## config.mk

```make
export PLATFORM = sky130hd
export DESIGN_NAME = gpvp_port
export DESIGN_NICKNAME = d
export VERILOG_FILES = /design/src/verilog/gpvp_pkg.sv /design/src/verilog/gpvp_port.sv
export VERILOG_INCLUDE_DIRS = /design/src /design/src/verilog
export SDC_FILE = /design/constraint.sdc
export NUM_CORES = 1
export LEC_CHECK = 0
export BUFFER_PORTS_ARGS = -buffer_cell sky130_fd_sc_hd__buf_2
export CELL_PAD_IN_SITES_DETAIL_PLACEMENT = 1
export CELL_PAD_IN_SITES_GLOBAL_PLACEMENT = 2
export CORE_UTILIZATION = 35
export CTS_CLUSTER_SIZE = 16
export DETAILED_ROUTE_END_ITERATION = 7
export GPL_TIMING_DRIVEN = 0
export HOLD_SLACK_MARGIN = 0.12
export PLACE_DENSITY_LB_ADDON = 0.1
export SYNTH_ARGS = -nofsm -noshare
export SYNTH_HDL_FRONTEND = slang
export SYNTH_SLANG_ARGS = --single-unit
export TNS_END_PERCENT = 50
```

## constraint.sdc

```tcl
create_clock -name MCLK -period 3.85 [get_ports MCLK]
set_clock_uncertainty 0.2 [all_clocks]
set_input_delay 0.385 -clock MCLK [delete_from_list [all_inputs] [get_ports MCLK]]
set_output_delay 0.385 -clock MCLK [all_outputs]
set_load 0.01 [all_outputs]
```

## src/verilog/gpvp_map.svh

```systemverilog
// Purpose: Register map and field layout of the eight-pin port slice.
// Assumes: Register indices are word indices; byte address is index * 4.
// Notes:   Included by the port slice; definitions only.
//
// Overview of operation
// Flag set when pin matches sense mode.
// Writing one clears a flag; zero keeps.
// Invert bit inverts both input and output.
// Pull-up output follows pull-up control bit.
// Code 0x0 keeps buffer, never flags.
// 0x1 any edge, 0x2 rising, 0x3 falling.
// 0x5 flags low level; 0x6, 0x7 reserved.
// Code 0x4 disables buffer and sensing.
// Disabled buffer: pin not sampled nor shown.
// Virtual window mirrors direction, output, input, flags.
// Writing one to input toggles output bit.
// Input read shows levels of enabled pins.
// Virtual flag needs source enable; one clears.
// Direction one drives pin; zero is input.
// Output one drives high, zero drives low.
// Synchronised edges; set beats same-cycle clear.
// Interrupt high while any enabled flag set.
`ifndef GPVP_MAP_SVH
`define GPVP_MAP_SVH

// ****************************************************************
// Full port register indices.
// ****************************************************************
`define GPVP_IDX_DIR        8'h00
`define GPVP_IDX_DIR_SET    8'h01
`define GPVP_IDX_DIR_CLR    8'h02
`define GPVP_IDX_DIR_TGL    8'h03
`define GPVP_IDX_OUT        8'h04
`define GPVP_IDX_OUT_SET    8'h05
`define GPVP_IDX_OUT_CLR    8'h06
`define GPVP_IDX_OUT_TGL    8'h07
`define GPVP_IDX_IN         8'h08
`define GPVP_IDX_FLAGS      8'h09
`define GPVP_IDX_PIN_CONTROL    8'h10
`define GPVP_IDX_PIN_CONTROL_LAST 8'h17

// ****************************************************************
// Interrupt enable, clear and status indices.
// ****************************************************************
`define GPVP_IDX_IRQ_EN     8'h18
`define GPVP_IDX_IRQ_CLR    8'h19
`define GPVP_IDX_IRQ_STAT   8'h1a

// ****************************************************************
// Virtual window indices: base plus 0x00 to 0x03.
// ****************************************************************
`define GPVP_IDX_VBASE      8'h20
`define GPVP_VOFS_DIR       8'h00
`define GPVP_VOFS_OUT       8'h01
`define GPVP_VOFS_IN        8'h02
`define GPVP_VOFS_FLAGS     8'h03

// ****************************************************************
// Reset values and bus responses.
// ****************************************************************
`define GPVP_RST_REG        8'h00
`define GPVP_RST_IRQ_EN     8'hff
`define GPVP_RESP_OKAY      2'h0
`define GPVP_RESP_SLVERR    2'h2

`endif

```

## src/verilog/gpvp_pkg.sv

```systemverilog
// Purpose: Types shared by the port slice.
// Assumes: Field layout of one pin control byte.
// Notes:   No constants live here; see the map header.
`default_nettype none

package gpvp_pkg;

  // Input/sense selection codes of one pin.
  typedef enum logic [2:0] {
    GPVP_SENSE_OFF_BUF_ON = 3'h0,  // Buffer on, no events.
    GPVP_SENSE_ANY_EDGE   = 3'h1,  // Both edges.
    GPVP_SENSE_RISE       = 3'h2,  // Rising edge.
    GPVP_SENSE_FALL       = 3'h3,  // Falling edge.
    GPVP_SENSE_BUF_OFF    = 3'h4,  // Buffer disabled.
    GPVP_SENSE_LOW        = 3'h5,  // Low level.
    GPVP_SENSE_RSV6       = 3'h6,  // Reserved.
    GPVP_SENSE_RSV7       = 3'h7   // Reserved.
  } gpvp_sense_t;

  // One pin control byte.
  typedef struct packed {
    logic        invert_enable;   // Bit 7.
    logic [2:0]  unused;          // Bits 6:4, read zero.
    logic        pull_up_enable;  // Bit 3.
    gpvp_sense_t input_sense_select; // Bits 2:0.
  } gpvp_pin_ctrl_t;

endpackage : gpvp_pkg

`default_nettype wire

```

## src/verilog/gpvp_port.sv

```systemverilog
// Purpose: Eight-pin port slice with sensing, flags and virtual window.
// Assumes: Pin inputs may be asynchronous; they are synchronised here.
// Notes:   AXI4-Lite slave; one write and one read in flight at most.
`include "gpvp_map.svh"
`timescale 1ns/1ps
`default_nettype none

module gpvp_port #(
  parameter int NPIN = 8,   // Pins in the port.
  parameter int AW   = 10   // Byte address width.
) (
  input  wire logic            MCLK,
  input  wire logic            RESET_N,
  // AXI4-Lite write address channel.
  input  wire logic [AW-1:0]   S_AXI_AWADDR,
  input  wire logic            S_AXI_AWVALID,
  output logic                 S_AXI_AWREADY,
  // AXI4-Lite write data channel.
  input  wire logic [31:0]     S_AXI_WDATA,
  input  wire logic [3:0]      S_AXI_WSTRB,
  input  wire logic            S_AXI_WVALID,
  output logic                 S_AXI_WREADY,
  // AXI4-Lite write response channel.
  output logic [1:0]           S_AXI_BRESP,
  output logic                 S_AXI_BVALID,
  input  wire logic            S_AXI_BREADY,
  // AXI4-Lite read address channel.
  input  wire logic [AW-1:0]   S_AXI_ARADDR,
  input  wire logic            S_AXI_ARVALID,
  output logic                 S_AXI_ARREADY,
  // AXI4-Lite read data channel.
  output logic [31:0]          S_AXI_RDATA,
  output logic [1:0]           S_AXI_RRESP,
  output logic                 S_AXI_RVALID,
  input  wire logic            S_AXI_RREADY,
  // Port pins.
  input  wire logic [NPIN-1:0] PIN_I,
  output logic [NPIN-1:0]      PIN_O,
  output logic [NPIN-1:0]      PIN_OE,
  output logic [NPIN-1:0]      PIN_PULL_UP,
  // Port interrupt request.
  output logic                 IRQ
);

  // ********************
  // Storage.
  // ********************
  logic [NPIN-1:0]       dir;         // Direction, one is output.
  logic [NPIN-1:0]       out_val;     // Output value.
  logic [NPIN-1:0]       flags;       // Sticky pin event flags.
  logic [NPIN-1:0]       irq_en;      // Interrupt source enables.
  gpvp_pkg::gpvp_pin_ctrl_t ctrl [NPIN]; // Pin control bytes.

  // ********************
  // Pin sampling and sense results.
  // ********************
  logic [NPIN-1:0]       sync_a;      // First synchroniser stage.
  logic [NPIN-1:0]       sync_b;      // Second synchroniser stage.
  logic [NPIN-1:0]       sync_c;      // Previous settled sample.
  logic [NPIN-1:0]       buf_on;      // Input buffer enabled.
  logic [NPIN-1:0]       in_val;      // Input value as read.
  logic [NPIN-1:0]       event_hit;   // Sense match this cycle.
  logic [NPIN-1:0]       inv;         // Invert enables.

  // ********************
  // Bus slave state.
  // ********************
  logic                  aw_held;     // Write address captured.
  logic [7:0]            aw_idx;      // Captured register index.
  logic                  w_held;      // Write data captured.
  logic [7:0]            w_byte;      // Captured low data byte.
  logic                  w_lane;      // Low byte lane enabled.
  logic                  do_write;    // Perform the write now.
  logic                  wr_hit;      // Write index is mapped.
  logic [7:0]            ar_idx;      // Read index of request.
  logic [7:0]            rd_byte;     // Read mux result.
  logic                  rd_hit;      // Read index is mapped.

  // ********************
  // Write decode results.
  // ********************
  logic [NPIN-1:0]       next_dir;    // Direction after write.
  logic [NPIN-1:0]       next_out;    // Output after write.
  logic [NPIN-1:0]       flag_clr;    // Flags cleared by write.
  logic [7:0]            v_idx;       // Offset inside window.
  logic                  v_hit;       // Index inside window.

  // Channel readiness: one write and one read at a time.
  assign S_AXI_AWREADY = !aw_held && !S_AXI_BVALID;
  assign S_AXI_WREADY  = !w_held && !S_AXI_BVALID;
  assign S_AXI_ARREADY = !S_AXI_RVALID;
  assign do_write      = aw_held && w_held && !S_AXI_BVALID;
  assign ar_idx        = S_AXI_ARADDR[9:2];

  // Window offset of the captured write index.
  assign v_idx = aw_idx - `GPVP_IDX_VBASE;
  assign v_hit = (aw_idx >= `GPVP_IDX_VBASE) &&
                 (v_idx <= `GPVP_VOFS_FLAGS);

  // ********************
  // Pin outputs.
  // ********************

  // Drive enable, value with inversion, and pull-up per pin.
  always_comb begin
    for (int i = 0; i < NPIN; i++) begin
      inv[i]         = ctrl[i].invert_enable;
      PIN_OE[i]      = dir[i];
      PIN_O[i]       = out_val[i] ^ inv[i];
      PIN_PULL_UP[i] = ctrl[i].pull_up_enable;
    end
  end

  // The request is high while an enabled flag is set.
  assign IRQ = |(flags & irq_en);

  // ********************
  // Input synchroniser.
  // ********************

  // Two stages bring the pins into the clock domain; a third
  // keeps the prior sample for edge detection.
  always_ff @(posedge MCLK) begin
    if (!RESET_N) begin
      sync_a <= '0;
      sync_b <= '0;
      sync_c <= '0;
    end else begin
      sync_a <= PIN_I;
      sync_b <= sync_a;
      sync_c <= sync_b;
    end
  end

  // ********************
  // Per-pin sense logic.
  // ********************
  generate
    for (genvar g = 0; g < NPIN; g++) begin : g_pin
      logic lvl;       // Present level after inversion.
      logic lvl_prev;  // Previous level after inversion.
      logic rise;      // Rising transition seen.
      logic fall;      // Falling transition seen.

      assign lvl      = sync_b[g] ^ inv[g];
      assign lvl_prev = sync_c[g] ^ inv[g];
      assign rise     = lvl && !lvl_prev;
      assign fall     = !lvl && lvl_prev;
      assign buf_on[g] = ctrl[g].input_sense_select
                         != gpvp_pkg::GPVP_SENSE_BUF_OFF;

      // A disabled buffer shows zero, not the pin.
      assign in_val[g] = buf_on[g] & lvl;

      // Match the selected sense mode.
      always_comb begin
        case (ctrl[g].input_sense_select)
          gpvp_pkg::GPVP_SENSE_OFF_BUF_ON: event_hit[g] = 1'b0;
          gpvp_pkg::GPVP_SENSE_ANY_EDGE:   event_hit[g] = rise | fall;
          gpvp_pkg::GPVP_SENSE_RISE:       event_hit[g] = rise;
          gpvp_pkg::GPVP_SENSE_FALL:       event_hit[g] = fall;
          gpvp_pkg::GPVP_SENSE_BUF_OFF:    event_hit[g] = 1'b0;
          gpvp_pkg::GPVP_SENSE_LOW:        event_hit[g] = !lvl;
          default:                         event_hit[g] = 1'b0;
        endcase
      end
    end
  endgenerate

  // ********************
  // Write decode.
  // ********************

  // Work out the effect of the held write on direction, output
  // and flags. Virtual window writes act like full port writes, except that flag clears are masked by the enables.
  always_comb begin
    next_dir = dir;
    next_out = out_val;
    flag_clr = '0;
    wr_hit   = 1'b1;
    if (v_hit) begin
      // Virtual window.
      case (v_idx)
        `GPVP_VOFS_DIR:   next_dir = w_byte;
        `GPVP_VOFS_OUT:   next_out = w_byte;
        `GPVP_VOFS_IN:    next_out = out_val ^ w_byte;
        `GPVP_VOFS_FLAGS: flag_clr = w_byte & irq_en;
        default:          wr_hit   = 1'b0;
      endcase
    end else begin
      // Full port registers.
      case (aw_idx)
        `GPVP_IDX_DIR:      next_dir = w_byte;
        `GPVP_IDX_DIR_SET:  next_dir = dir | w_byte;
        `GPVP_IDX_DIR_CLR:  next_dir = dir & ~w_byte;
        `GPVP_IDX_DIR_TGL:  next_dir = dir ^ w_byte;
        `GPVP_IDX_OUT:      next_out = w_byte;
        `GPVP_IDX_OUT_SET:  next_out = out_val | w_byte;
        `GPVP_IDX_OUT_CLR:  next_out = out_val & ~w_byte;
        `GPVP_IDX_OUT_TGL:  next_out = out_val ^ w_byte;
        `GPVP_IDX_IN:       next_out = out_val ^ w_byte;
        `GPVP_IDX_FLAGS:    flag_clr = w_byte;
        `GPVP_IDX_IRQ_CLR:  flag_clr = w_byte;
        `GPVP_IDX_IRQ_EN:   wr_hit   = 1'b1;
        default: begin
          // Pin control bytes sit in a block of eight.
          wr_hit = (aw_idx >= `GPVP_IDX_PIN_CONTROL) &&
                   (aw_idx <= `GPVP_IDX_PIN_CONTROL_LAST);
        end
      endcase
    end
  end

  // ********************
  // Direction and output registers.
  // ********************

  // Only the low byte lane carries register data.
  always_ff @(posedge MCLK) begin
    if (!RESET_N) begin
      dir     <= `GPVP_RST_REG;
      out_val <= `GPVP_RST_REG;
    end else if (do_write && w_lane) begin
      dir     <= next_dir;
      out_val <= next_out;
    end
  end

  // ********************
  // Pin event flags.
  // ********************

  // A new event wins over a clear in the same cycle.
  always_ff @(posedge MCLK) begin
    if (!RESET_N) begin
      flags <= `GPVP_RST_REG;
    end else if (do_write && w_lane) begin
      flags <= (flags & ~flag_clr) | event_hit;
    end else begin
      flags <= flags | event_hit;
    end
  end

  // ********************
  // Interrupt enables and pin control bytes.
  // ********************

  // Enables reset to all ones so any flag raises the request.
  always_ff @(posedge MCLK) begin
    if (!RESET_N) begin
      irq_en <= `GPVP_RST_IRQ_EN;
    end else if (do_write && w_lane && !v_hit &&
                 aw_idx == `GPVP_IDX_IRQ_EN) begin
      irq_en <= w_byte;
    end
  end

  // Control bytes; bits 6:4 are not stored.
  always_ff @(posedge MCLK) begin
    if (!RESET_N) begin
      for (int i = 0; i < NPIN; i++) begin
        ctrl[i] <= gpvp_pkg::gpvp_pin_ctrl_t'(`GPVP_RST_REG);
      end
    end else begin
      for (int i = 0; i < NPIN; i++) begin
        if (do_write && w_lane && !v_hit &&
            aw_idx == `GPVP_IDX_PIN_CONTROL + 8'(i)) begin
          ctrl[i] <= gpvp_pkg::gpvp_pin_ctrl_t'(w_byte & 8'h8f);
        end
      end
    end
  end

  // ********************
  // Write channels.
  // ********************

  // Address and data are captured in either order; the write
  // happens once both are held, then the response is raised.
  always_ff @(posedge MCLK) begin
    if (!RESET_N) begin
      aw_held <= 1'b0;
      aw_idx  <= 8'h00;
    end else if (S_AXI_AWVALID && S_AXI_AWREADY) begin
      aw_held <= 1'b1;
      aw_idx  <= S_AXI_AWADDR[9:2];
    end else if (do_write) begin
      aw_held <= 1'b0;
    end
  end

  // Data capture; only byte lane zero matters.
  always_ff @(posedge MCLK) begin
    if (!RESET_N) begin
      w_held <= 1'b0;
      w_byte <= 8'h00;
      w_lane <= 1'b0;
    end else if (S_AXI_WVALID && S_AXI_WREADY) begin
      w_held <= 1'b1;
      w_byte <= S_AXI_WDATA[7:0];
      w_lane <= S_AXI_WSTRB[0];
    end else if (do_write) begin
      w_held <= 1'b0;
    end
  end

  // Write response; unmapped indices answer with an error.
  always_ff @(posedge MCLK) begin
    if (!RESET_N) begin
      S_AXI_BVALID <= 1'b0;
      S_AXI_BRESP  <= `GPVP_RESP_OKAY;
    end else if (do_write) begin
      S_AXI_BVALID <= 1'b1;
      S_AXI_BRESP  <= wr_hit ? `GPVP_RESP_OKAY : `GPVP_RESP_SLVERR;
    end else if (S_AXI_BREADY) begin
      S_AXI_BVALID <= 1'b0;
    end
  end

  // ********************
  // Read mux.
  // ********************

  // Select the byte for a read index; unmapped reads give zero.
  always_comb begin
    rd_byte = 8'h00;
    rd_hit  = 1'b1;
    case (ar_idx)
      `GPVP_IDX_DIR,
      `GPVP_IDX_DIR_SET,
      `GPVP_IDX_DIR_CLR,
      `GPVP_IDX_DIR_TGL:  rd_byte = dir;
      `GPVP_IDX_OUT,
      `GPVP_IDX_OUT_SET,
      `GPVP_IDX_OUT_CLR,
      `GPVP_IDX_OUT_TGL:  rd_byte = out_val;
      `GPVP_IDX_IN:       rd_byte = in_val;
      `GPVP_IDX_FLAGS,
      `GPVP_IDX_IRQ_STAT: rd_byte = flags;
      `GPVP_IDX_IRQ_EN:   rd_byte = irq_en;
      `GPVP_IDX_IRQ_CLR:  rd_byte = 8'h00;
      `GPVP_IDX_VBASE + `GPVP_VOFS_DIR:   rd_byte = dir;
      `GPVP_IDX_VBASE + `GPVP_VOFS_OUT:   rd_byte = out_val;
      `GPVP_IDX_VBASE + `GPVP_VOFS_IN:    rd_byte = in_val;
      `GPVP_IDX_VBASE + `GPVP_VOFS_FLAGS: rd_byte = flags & irq_en;
      default: begin
        if (ar_idx >= `GPVP_IDX_PIN_CONTROL &&
            ar_idx <= `GPVP_IDX_PIN_CONTROL_LAST) begin
          rd_byte = ctrl[ar_idx[2:0]];
        end else begin
          rd_hit = 1'b0;
        end
      end
    endcase
  end

  // ********************
  // Read channel.
  // ********************

  // Data is registered on the address handshake and held until
  // the master accepts it.
  always_ff @(posedge MCLK) begin
    if (!RESET_N) begin
      S_AXI_RVALID <= 1'b0;
      S_AXI_RDATA  <= 32'h0000_0000;
      S_AXI_RRESP  <= `GPVP_RESP_OKAY;
    end else if (S_AXI_ARVALID && S_AXI_ARREADY) begin
      S_AXI_RVALID <= 1'b1;
      S_AXI_RDATA  <= {24'h000000, rd_byte};
      S_AXI_RRESP  <= rd_hit ? `GPVP_RESP_OKAY : `GPVP_RESP_SLVERR;
    end else if (S_AXI_RREADY) begin
      S_AXI_RVALID <= 1'b0;
    end
  end

endmodule : gpvp_port

`default_nettype wire

```

==> impl_metrics.py, run 1 <==
metrics = {
    "run_status": {
        "status": "finished clean",
    },
    "synth": {
        "synth_area_leader_cell": "dfxtp_1",
        "ys_ff_latch": 127,
        "synthFlopType": "dfxtp_1",
        "syn_inst": 859,
        "synth_common_cells": "nand2_1, dfxtp_1, nor2_1, inv_1, ha_1",
        "seq_area_frac_synth": 0.3792,
        "ys_warn_count": 0,
        "synth_edf_count": 40,
        "netlist_area_mm2": 0.007760,
        "yosysMostFrequentCell": "nand2_1",
        "yosys.area.top_type_share": 0.2244,
        "synthArstFlopShare": 0,
        "ys_top_cells_by_area": "dfxtp_1, edfxtp_1, ha_1",
        "synth.avg_cell_area_um2": 9.034,
        "yosysUniqueCellTypes": 70,
    },
    "place": {
        "postPlaceCellArea_mm2": 0.008594,
        "io_buffer_count": 78,
        "gp_congestion": 0.8702,
        "dp_hpwl_um": 19420,
    },
    "setup_path": {
        "cpPeakStageDelay_ns": 0.70,
        "path_class": "reg -> reg",
        "endpoint_kind": "register",
        "cp_cell_sequence": "buf_2 -> inv_1 -> ha_1 -> nand4bb_1 -> or2_2 -> a211oi_2 -> a31oi_1 -> a31o_2",
        "path_depth": 8,
        "crit_required_ns": 3.97,
        "regToRegSetupSlack_ns": 0.88,
        "worst-r2r-cell-count": 8,
        "cp-start-kind": "register",
        "cp_slowest_cell": "a211oi_2",
        "critPathTopFamily": "compound AO/OA/AOI/OAI gates",
        "critPathMaxFanout": 8,
        "arrival_ns": 3.09,
        "worst-path-buf-inv": 2,
    },
    "clock_tree": {
        "clock_path_buffers": 2,
        "cts_max_level": 4,
        "cts_resized": 0,
        "cts.sinks": 127,
        "cts-buffers-inserted": 17,
        "cts_root_buf": "clkbuf_16",
        "cts_tree": "done",
        "clk_pin_slew_ns": 0.07,
        "clkLatencyLatePin_ns": 0.43,
    },
    "routing": {
        "drt-total-wl_um": 25840,
        "wire_per_inst_um": 19.82,
        "dr.first_iter.drc_count": 333,
        "num_vias": 6768,
        "ant_nets": 0,
        "vias_per_cell": 5.190,
        "drc_errors": 0,
        "firstDrtPassIters": 6,
    },
    "die": {
        "die-width_um": 150.9,
        "die_area_mm2": 0.02277,
        "io_pins": 137,
        "die_y_um": 150.9,
        "fp-row-count": 54,
        "start_util": 0.3567,
        "coreArea_mm2": 0.02176,
    },
    "sta": {
        "tightest_slew_ns": 0.9896,
        "relSlewSlack": 0.3331,
        "rsz0062_at_grt": "false",
        "setup_tns_ns": 0,
        "hold_viol": 0,
        "worst_hold_slack_ns": 0.2223,
        "final-max-slew-violation-count": 0,
        "setup_violations": 0,
        "period_share": 0.7710,
        "period_needed_ns": 2.968,
        "fmax_mhz": 336.9,
    },
    "power": {
        "cellPowerDensity_mw_per_mm2": 382.6,
        "vdd_ir_drop_max_uv": 281.1,
        "p_total_mw": 3.629,
        "p_leak_nw": 3.942,
    },
    "layout": {
        "largest-register": "ctrl",
        "areaGrowthSynthToFinish_pct": 22.23,
        "num-nets-final": 1131,
        "finalInstanceArea_mm2": 0.009485,
        "largest_reg_flops": 40,
        "n_antenna_cell": 0,
        "drive_above_1_share": 0.1855,
    },
    "global_routing": {
        "grt_antenna_before_repair": 0,
        "grt_pass1_vias": 6601,
        "grt_first_pass_wirelength_um": 39410,
        "grt_overflow_total": 0,
        "track_usage": 0.2371,
        "grt_max_degree": 17,
    },
    "run": {
        "maxCapViolations": 0,
    },
    "min_path": {
        "hold_depth": 3,
        "hold_path_class": "in -> reg",
    },
}
==> worst min-delay path: stages <==
cell and delay [ns]:
buf_2 0.19, a211o_1 0.15, a31oi_1 0.07
==> metrics by stage <==
step / utilization / std cells / setup WS (ns)
after detailed placement: 0.3950 / 1242 / 0.9540
after floorplan: - / 884 / 1.551
after CTS: 0.4360 / 1304 / 0.9289
after global placement: 0.3950 / 1242 / 0.9613
final: 0.4360 / 1304 / 0.8817
after global routing: 0.4360 / 1304 / 0.7753
==> cell usage in the layout, fill, tap and decap left out, types with 26 or more instances in the layout <==
cell           count
nand2_1          140
buf_2             88
dfxtp_1           87
nor2_1            69
inv_1             66
ha_1              49
edfxtp_1          40
buf_4             35
dlygate4sd3_1     30
and2_1            28
conb_1            26
==> per-layer routing <==
layer,share of wire,track usage,vias to the layer above
met5,0,0,-
met4,0.020,0.07650,0
met3,0.046,0.03645,33
met2,0.45,0.3674,198
met1,0.49,0.3354,3248
li1,-,-,3289
==> report_power, final <==
part           total [mW]  switching (mW)  internal (mW)  leakage (nW)
sequential           1.49          0.0618           1.43          1.12
combinational       0.506           0.303          0.203          2.53
clock                1.63           0.702          0.927         0.289
total                3.63            1.07           2.56          3.94
==> logic make-up after synthesis <==
group,count (synthesis),synth area share
AND/OR/NAND/NOR,305,0.1896
other,1,0.0004833
flip-flops,127,0.3792
adder cells (fa/ha/maj),49,0.07901
buffers and inverters,137,0.08578
multiplexers,23,0.04579
XOR/XNOR,25,0.02918
AO/OA/AOI/OAI,192,0.1909
==> layout make-up <==
type | count | area (um2)
repair buffers | 108 | 690.7
inverters | 66 | 247.7
plain buffers | 71 | 417.9
fillers | 2575 | 12270
flip-flops and latches | 127 | 2943
well taps | 280 | 350.3
multi-input cells | 620 | 4245
clock buffers | 20 | 479.2
clock inverters | 12 | 111.4
==> path summary, 6_finish.rpt <==
check / endpoint / startpoint
worst min-delay path: S_AXI_RRESP[1] / S_AXI_ARADDR[6]
worst max register to register: flags[5] / aw_idx[5]
worst max-delay path: flags[5] / aw_idx[5]
worst min register to register: sync_b[4] / sync_a[4]
==> repair_timing <==
item,CTS,global route
setup buffers,0,0
hold buffers,30,0
endpoints found under the hold margin,28,0
(Power assumes the default switching activity.)
==> run 2: changes to the inputs <==
--- a/config.mk
+++ b/config.mk
@@ -9,7 +9,7 @@
 export BUFFER_PORTS_ARGS = -buffer_cell sky130_fd_sc_hd__buf_2
 export CELL_PAD_IN_SITES_DETAIL_PLACEMENT = 1
 export CELL_PAD_IN_SITES_GLOBAL_PLACEMENT = 2
-export CORE_UTILIZATION = 35
+export CORE_UTILIZATION = 34
 export CTS_CLUSTER_SIZE = 16
 export DETAILED_ROUTE_END_ITERATION = 7
 export GPL_TIMING_DRIVEN = 0
==> constraint.sdc (replaced) <==
create_clock -name MCLK -period 2.9 [get_ports MCLK]
set_clock_uncertainty 0.2 [all_clocks]
set_input_delay 0.29 -clock MCLK [delete_from_list [all_inputs] [get_ports MCLK]]
set_output_delay 0.29 -clock MCLK [all_outputs]
set_load 0.01 [all_outputs]
==> impl_metrics.py, run 2 (synthesized netlist as in run 1, its figures left out) <==
metrics = {
    "run_status": {
        "status": "finished clean",
    },
    "global_routing": {
        "grt_max_degree": 18,
        "grt_antenna_before_repair": 0,
        "grt_first_pass_wirelength_um": 40700,
        "grt_pass1_vias": 6846,
        "track_usage": 0.2310,
        "grt_overflow_total": 0,
    },
    "layout": {
        "n_antenna_cell": 0,
        "finish.utilization": 0.4314,
        "final_common_cell": "nand2_1",
        "finalInstanceArea_mm2": 0.009530,
        "largest-register": "ctrl",
        "stdcell_count": 1305,
        "num-nets-final": 1132,
        "drive_above_1_share": 0.1873,
        "final_cell_mix": "nand2_1, dfxtp_1, buf_2, nor2_1, inv_1",
        "areaGrowthSynthToFinish_pct": 22.82,
        "largest_reg_flops": 40,
    },
    "sta": {
        "relSlewSlack": 0.2826,
        "hold_viol": 0,
        "setup_violations": 0,
        "rsz0062_at_grt": "false",
        "tightest_slew_ns": 1.065,
        "fmax_mhz": 361.3,
        "setup_tns_ns": 0,
        "period_needed_ns": 2.768,
        "setup_ws_ns": 0.1324,
        "worst_hold_slack_ns": 0.1983,
        "final-max-slew-violation-count": 0,
        "period_share": 0.9544,
    },
    "routing": {
        "dr.first_iter.drc_count": 430,
        "firstDrtPassIters": 5,
        "wire_per_inst_um": 20.11,
        "drt-total-wl_um": 26250,
        "vias_per_cell": 5.178,
        "ant_nets": 0,
        "drc_errors": 0,
        "num_vias": 6757,
    },
    "setup_path": {
        "cpPeakStageDelay_ns": 0.53,
        "rr_endpoint": "flags[5]",
        "worst-path-buf-inv": 2,
        "regToRegSetupSlack_ns": 0.13,
        "endpoint_kind": "register",
        "critPathMaxFanout": 8,
        "path_class": "reg -> reg",
        "cp_slowest_cell": "a211oi_4",
        "crit_required_ns": 3.03,
        "critPathTopFamily": "compound AO/OA/AOI/OAI gates",
        "r2r-start": "aw_idx[5]",
        "cp_cell_sequence": "buf_2 -> inv_1 -> ha_1 -> nand4bb_1 -> or2_2 -> a211oi_4 -> a31oi_1 -> a31o_2",
        "arrival_ns": 2.90,
        "cp-start-kind": "register",
        "worst-r2r-cell-count": 8,
    },
    "clock_tree": {
        "cts_max_level": 4,
        "cts_setup_buffers": 0,
        "cts_root_buf": "clkbuf_16",
        "clk_pin_slew_ns": 0.07,
        "cts-buffers-inserted": 17,
        "clkLatencyLatePin_ns": 0.43,
        "clock_path_buffers": 2,
        "cts.sinks": 127,
        "cts_tree": "done",
    },
    "place": {
        "dp_hpwl_um": 19790,
        "dp_cells": 1242,
        "postPlaceCellArea_mm2": 0.008594,
        "io_buffer_count": 78,
        "pre_cts_ws_ns": -0.04365,
        "gp_congestion": 0.8124,
    },
    "die": {
        "start_util": 0.3512,
        "die_area_mm2": 0.02343,
        "coreArea_mm2": 0.02209,
        "die-width_um": 153.1,
        "io_pins": 137,
        "fp-row-count": 54,
        "die_y_um": 153.1,
    },
    "min_path": {
        "hold_depth": 4,
        "min_to": "aw_idx[2]",
        "hp-start": "S_AXI_AWVALID",
        "hold_path_class": "in -> reg",
    },
    "power": {
        "cellPowerDensity_mw_per_mm2": 511.0,
        "vdd_ir_drop_max_uv": 370.2,
        "p_leak_nw": 3.961,
        "p_total_mw": 4.870,
    },
    "run": {
        "maxCapViolations": 0,
    },
}
-- run 2: cell types whose count changed in the layout (fill, tap and decap cells not counted), sizes merged --
cell | before | now
clkinv | 3 | 6
inv | 74 | 75
clkinvlp | 1 | 0
dlygate4sd3 | 30 | 31
clkbuf | 43 | 41
buf | 126 | 125
-- run 2: cell type report --
cell class	count	area, um2
buffer	71	421.7
clock buffer	17	425.4
clock inverter	15	188.9
fill	2626	12560
inverter	66	247.7
multi-input combinational	620	4253
sequential	127	2943
tap	280	350.3
timing repair buffer	109	700.7
-- run 2: worst max-delay path by stage --
| stage | startpoint | endpoint | slack [ns] | depth (start not counted) |
|---|---|---|---|---|
| after floorplan | aw_idx[5] | flags[0] | 0.60 | 8 |
| after global placement | aw_idx[5] | flags[5] | -0.005 | 8 |
| after detailed placement | aw_idx[5] | flags[5] | -0.04 | 8 |
| after CTS | aw_idx[1] | ctrl[2][2] | 0.09 | 7 |
| after global routing | aw_idx[5] | flags[5] | 0.02 | 8 |
| final | aw_idx[5] | flags[5] | 0.13 | 8 |
-- run 2: where the power goes --
group	switching (mW)	internal, mW
clock network	1.03	1.18
registers	0.0825	1.90
logic	0.410	0.272
-- run 2: routing by layer --
metal  GRT usage  vias to the layer above  share of wire
met2      0.3716                      180           0.45
met3     0.04111                       21          0.042
met4     0.05628                        0          0.013
met5           0                        -              0
li1            -                     3284              -
met1      0.3194                     3272           0.49
-- run 2: tightest hold or removal path: stages --
cell and delay, ns:
buf_2 0.09, nand2_1 0.20, nand2_1 0.13, a21boi_0 0.07
-- run 2: repair_timing --
item / CTS / global route
gates cloned: 0 / 0
setup endpoints to repair: 2 / 5
hold buffers: 31 / 0
hold endpoints to repair: 28 / 0
resized for setup: 1 / 3
==> run 3: changes to the inputs <==
--- a/config.mk
+++ b/config.mk
@@ -6,12 +6,12 @@
 export SDC_FILE = /design/constraint.sdc
 export NUM_CORES = 1
 export LEC_CHECK = 0
-export BUFFER_PORTS_ARGS = -buffer_cell sky130_fd_sc_hd__buf_2
 export CELL_PAD_IN_SITES_DETAIL_PLACEMENT = 1
 export CELL_PAD_IN_SITES_GLOBAL_PLACEMENT = 2
-export CORE_UTILIZATION = 34
+export CORE_UTILIZATION = 35
 export CTS_CLUSTER_SIZE = 16
 export DETAILED_ROUTE_END_ITERATION = 7
+export DONT_BUFFER_PORTS = 1
 export GPL_TIMING_DRIVEN = 0
 export HOLD_SLACK_MARGIN = 0.12
 export PLACE_DENSITY_LB_ADDON = 0.1
==> impl_metrics.py, run 3 (synthesized netlist as in run 1, its figures left out) <==
metrics = {
    "sta": {
        "rsz0062_at_grt": "true",
        "final-max-slew-violation-count": 0,
        "relSlewSlack": 0.3581,
        "setup_violations": 0,
        "tightest_slew_ns": 0.9525,
        "hold_viol": 0,
        "fmax_mhz": 363.0,
        "setup_tns_ns": 0,
        "period_share": 0.9498,
        "period_needed_ns": 2.754,
    },
    "min_path": {
        "hold_path_class": "in -> reg",
    },
    "clock_tree": {
        "cts_root_buf": "clkbuf_16",
        "cts.sinks": 127,
        "clock_path_buffers": 2,
        "cts_max_level": 4,
        "cts_tree": "done",
        "cts_setup_buffers": 0,
        "clk_pin_slew_ns": 0.08,
        "clkLatencyLatePin_ns": 0.44,
        "cts-buffers-inserted": 17,
    },
    "layout": {
        "finalInstanceArea_mm2": 0.009306,
        "final_common_cell": "nand2_1",
        "areaGrowthSynthToFinish_pct": 19.93,
        "num-nets-final": 1073,
        "drive_above_1_share": 0.1180,
        "final_cell_mix": "nand2_1, dfxtp_1, nor2_1, inv_1, dlygate4sd3_1",
        "finish.utilization": 0.4278,
        "fill_cells": 2543,
        "largest-register": "ctrl",
        "n_antenna_cell": 0,
        "largest_reg_flops": 40,
    },
    "routing": {
        "wire_per_inst_um": 21.29,
        "firstDrtPassIters": 4,
        "drt-total-wl_um": 26530,
        "vias_per_cell": 5.382,
        "dr.first_iter.drc_count": 411,
        "ant_nets": 0,
        "num_vias": 6706,
        "drc_errors": 0,
    },
    "setup_path": {
        "critPathMaxFanout": 8,
        "endpoint_kind": "register",
        "regToRegSetupSlack_ns": 0.15,
        "cp-start-kind": "register",
        "path_class": "reg -> reg",
        "crit_required_ns": 3.02,
        "arrival_ns": 2.87,
    },
    "place": {
        "io_buffer_count": 0,
        "gp_congestion": 0.8486,
        "dp_hpwl_um": 20130,
        "postPlaceCellArea_mm2": 0.008204,
    },
    "global_routing": {
        "grt_overflow_total": 0,
        "grt_max_degree": 17,
        "grt_antenna_before_repair": 0,
        "grt_pass1_vias": 6961,
        "track_usage": 0.2413,
        "grt_first_pass_wirelength_um": 40340,
    },
    "power": {
        "cellPowerDensity_mw_per_mm2": 521.5,
        "p_leak_nw": 3.722,
        "vdd_ir_drop_max_uv": 333.9,
        "p_total_mw": 4.853,
    },
    "die": {
        "io_pins": 137,
        "die_y_um": 150.9,
        "fp-row-count": 54,
        "die_area_mm2": 0.02277,
        "coreArea_mm2": 0.02176,
        "die-width_um": 150.9,
        "start_util": 0.3567,
    },
    "run_status": {
        "status": "finished clean",
    },
    "run": {
        "maxCapViolations": 0,
    },
}
## run 3: cell type report
class	count	area [um2]	area share
Clock buffer	17	425.4	0.04571
Clock inverter	15	165.2	0.01775
Timing Repair Buffer	50	500.5	0.05378
Tap cell	280	350.3	0.03764
Multi-Input combinational cell	620	4253	0.4570
Inverter	66	247.7	0.02662
Sequential cell	127	2943	0.3162
Buffer	71	421.7	0.04531
## run 3: power by group
part	total [mW]	internal (mW)	switching, mW
Combinational	0.657	0.263	0.394
Sequential	1.99	1.90	0.0868
Clock	2.21	1.23	0.982
Total	4.85	3.39	1.46
## run 3: worst paths after layout
check / cells after the start / endpoint / startpoint
worst max-delay path: 8 / flags[5] / aw_idx[5]
worst min-delay path: 4 / out_val[2] / RESET_N
worst max register to register: 8 / flags[5] / aw_idx[5]
worst min register to register: 1 / sync_b[7] / sync_a[7]
## run 3: worst max-delay path, stage by stage, from the launching register on
cell and delay (ns):
dfxtp_1 0.32, buf_2 0.19, inv_1 0.07, ha_1 0.29
nand4bb_1 0.19, or2_2 0.38, a211oi_4 0.49, a31oi_1 0.23
a31o_2 0.25
## run 3: stage by stage
| stage | hold slack (ns) | instances | setup slack, ns |
|---|---|---|---|
| finish | 0.1229 | 1246 | 0.1455 |
| global route | 0.1496 | 1246 | -0.009974 |
| CTS | 0.1214 | 1246 | 0.05785 |
| detailed placement | 0.2213 | 1164 | 0.004116 |
| global placement | 0.2139 | 1164 | 0.02827 |
| floorplan | 0.2119 | 884 | 0.6009 |
## run 3: layer usage
metal,up-vias,share of wire,track usage
li1,3168,-,-
met1,3323,0.46,0.3152
met2,187,0.48,0.4089
met3,28,0.045,0.03705
met4,0,0.016,0.07100
met5,-,0,0
## run 3: repair_timing
| action | CTS | global route |
|---|---|---|
| pin swaps | 0 | 0 |
| endpoints found under the setup margin | 1 | 6 |
| endpoints found under the hold margin | 41 | 0 |
| hold buffers | 50 | 0 |
| resized for setup | 1 | 3 |
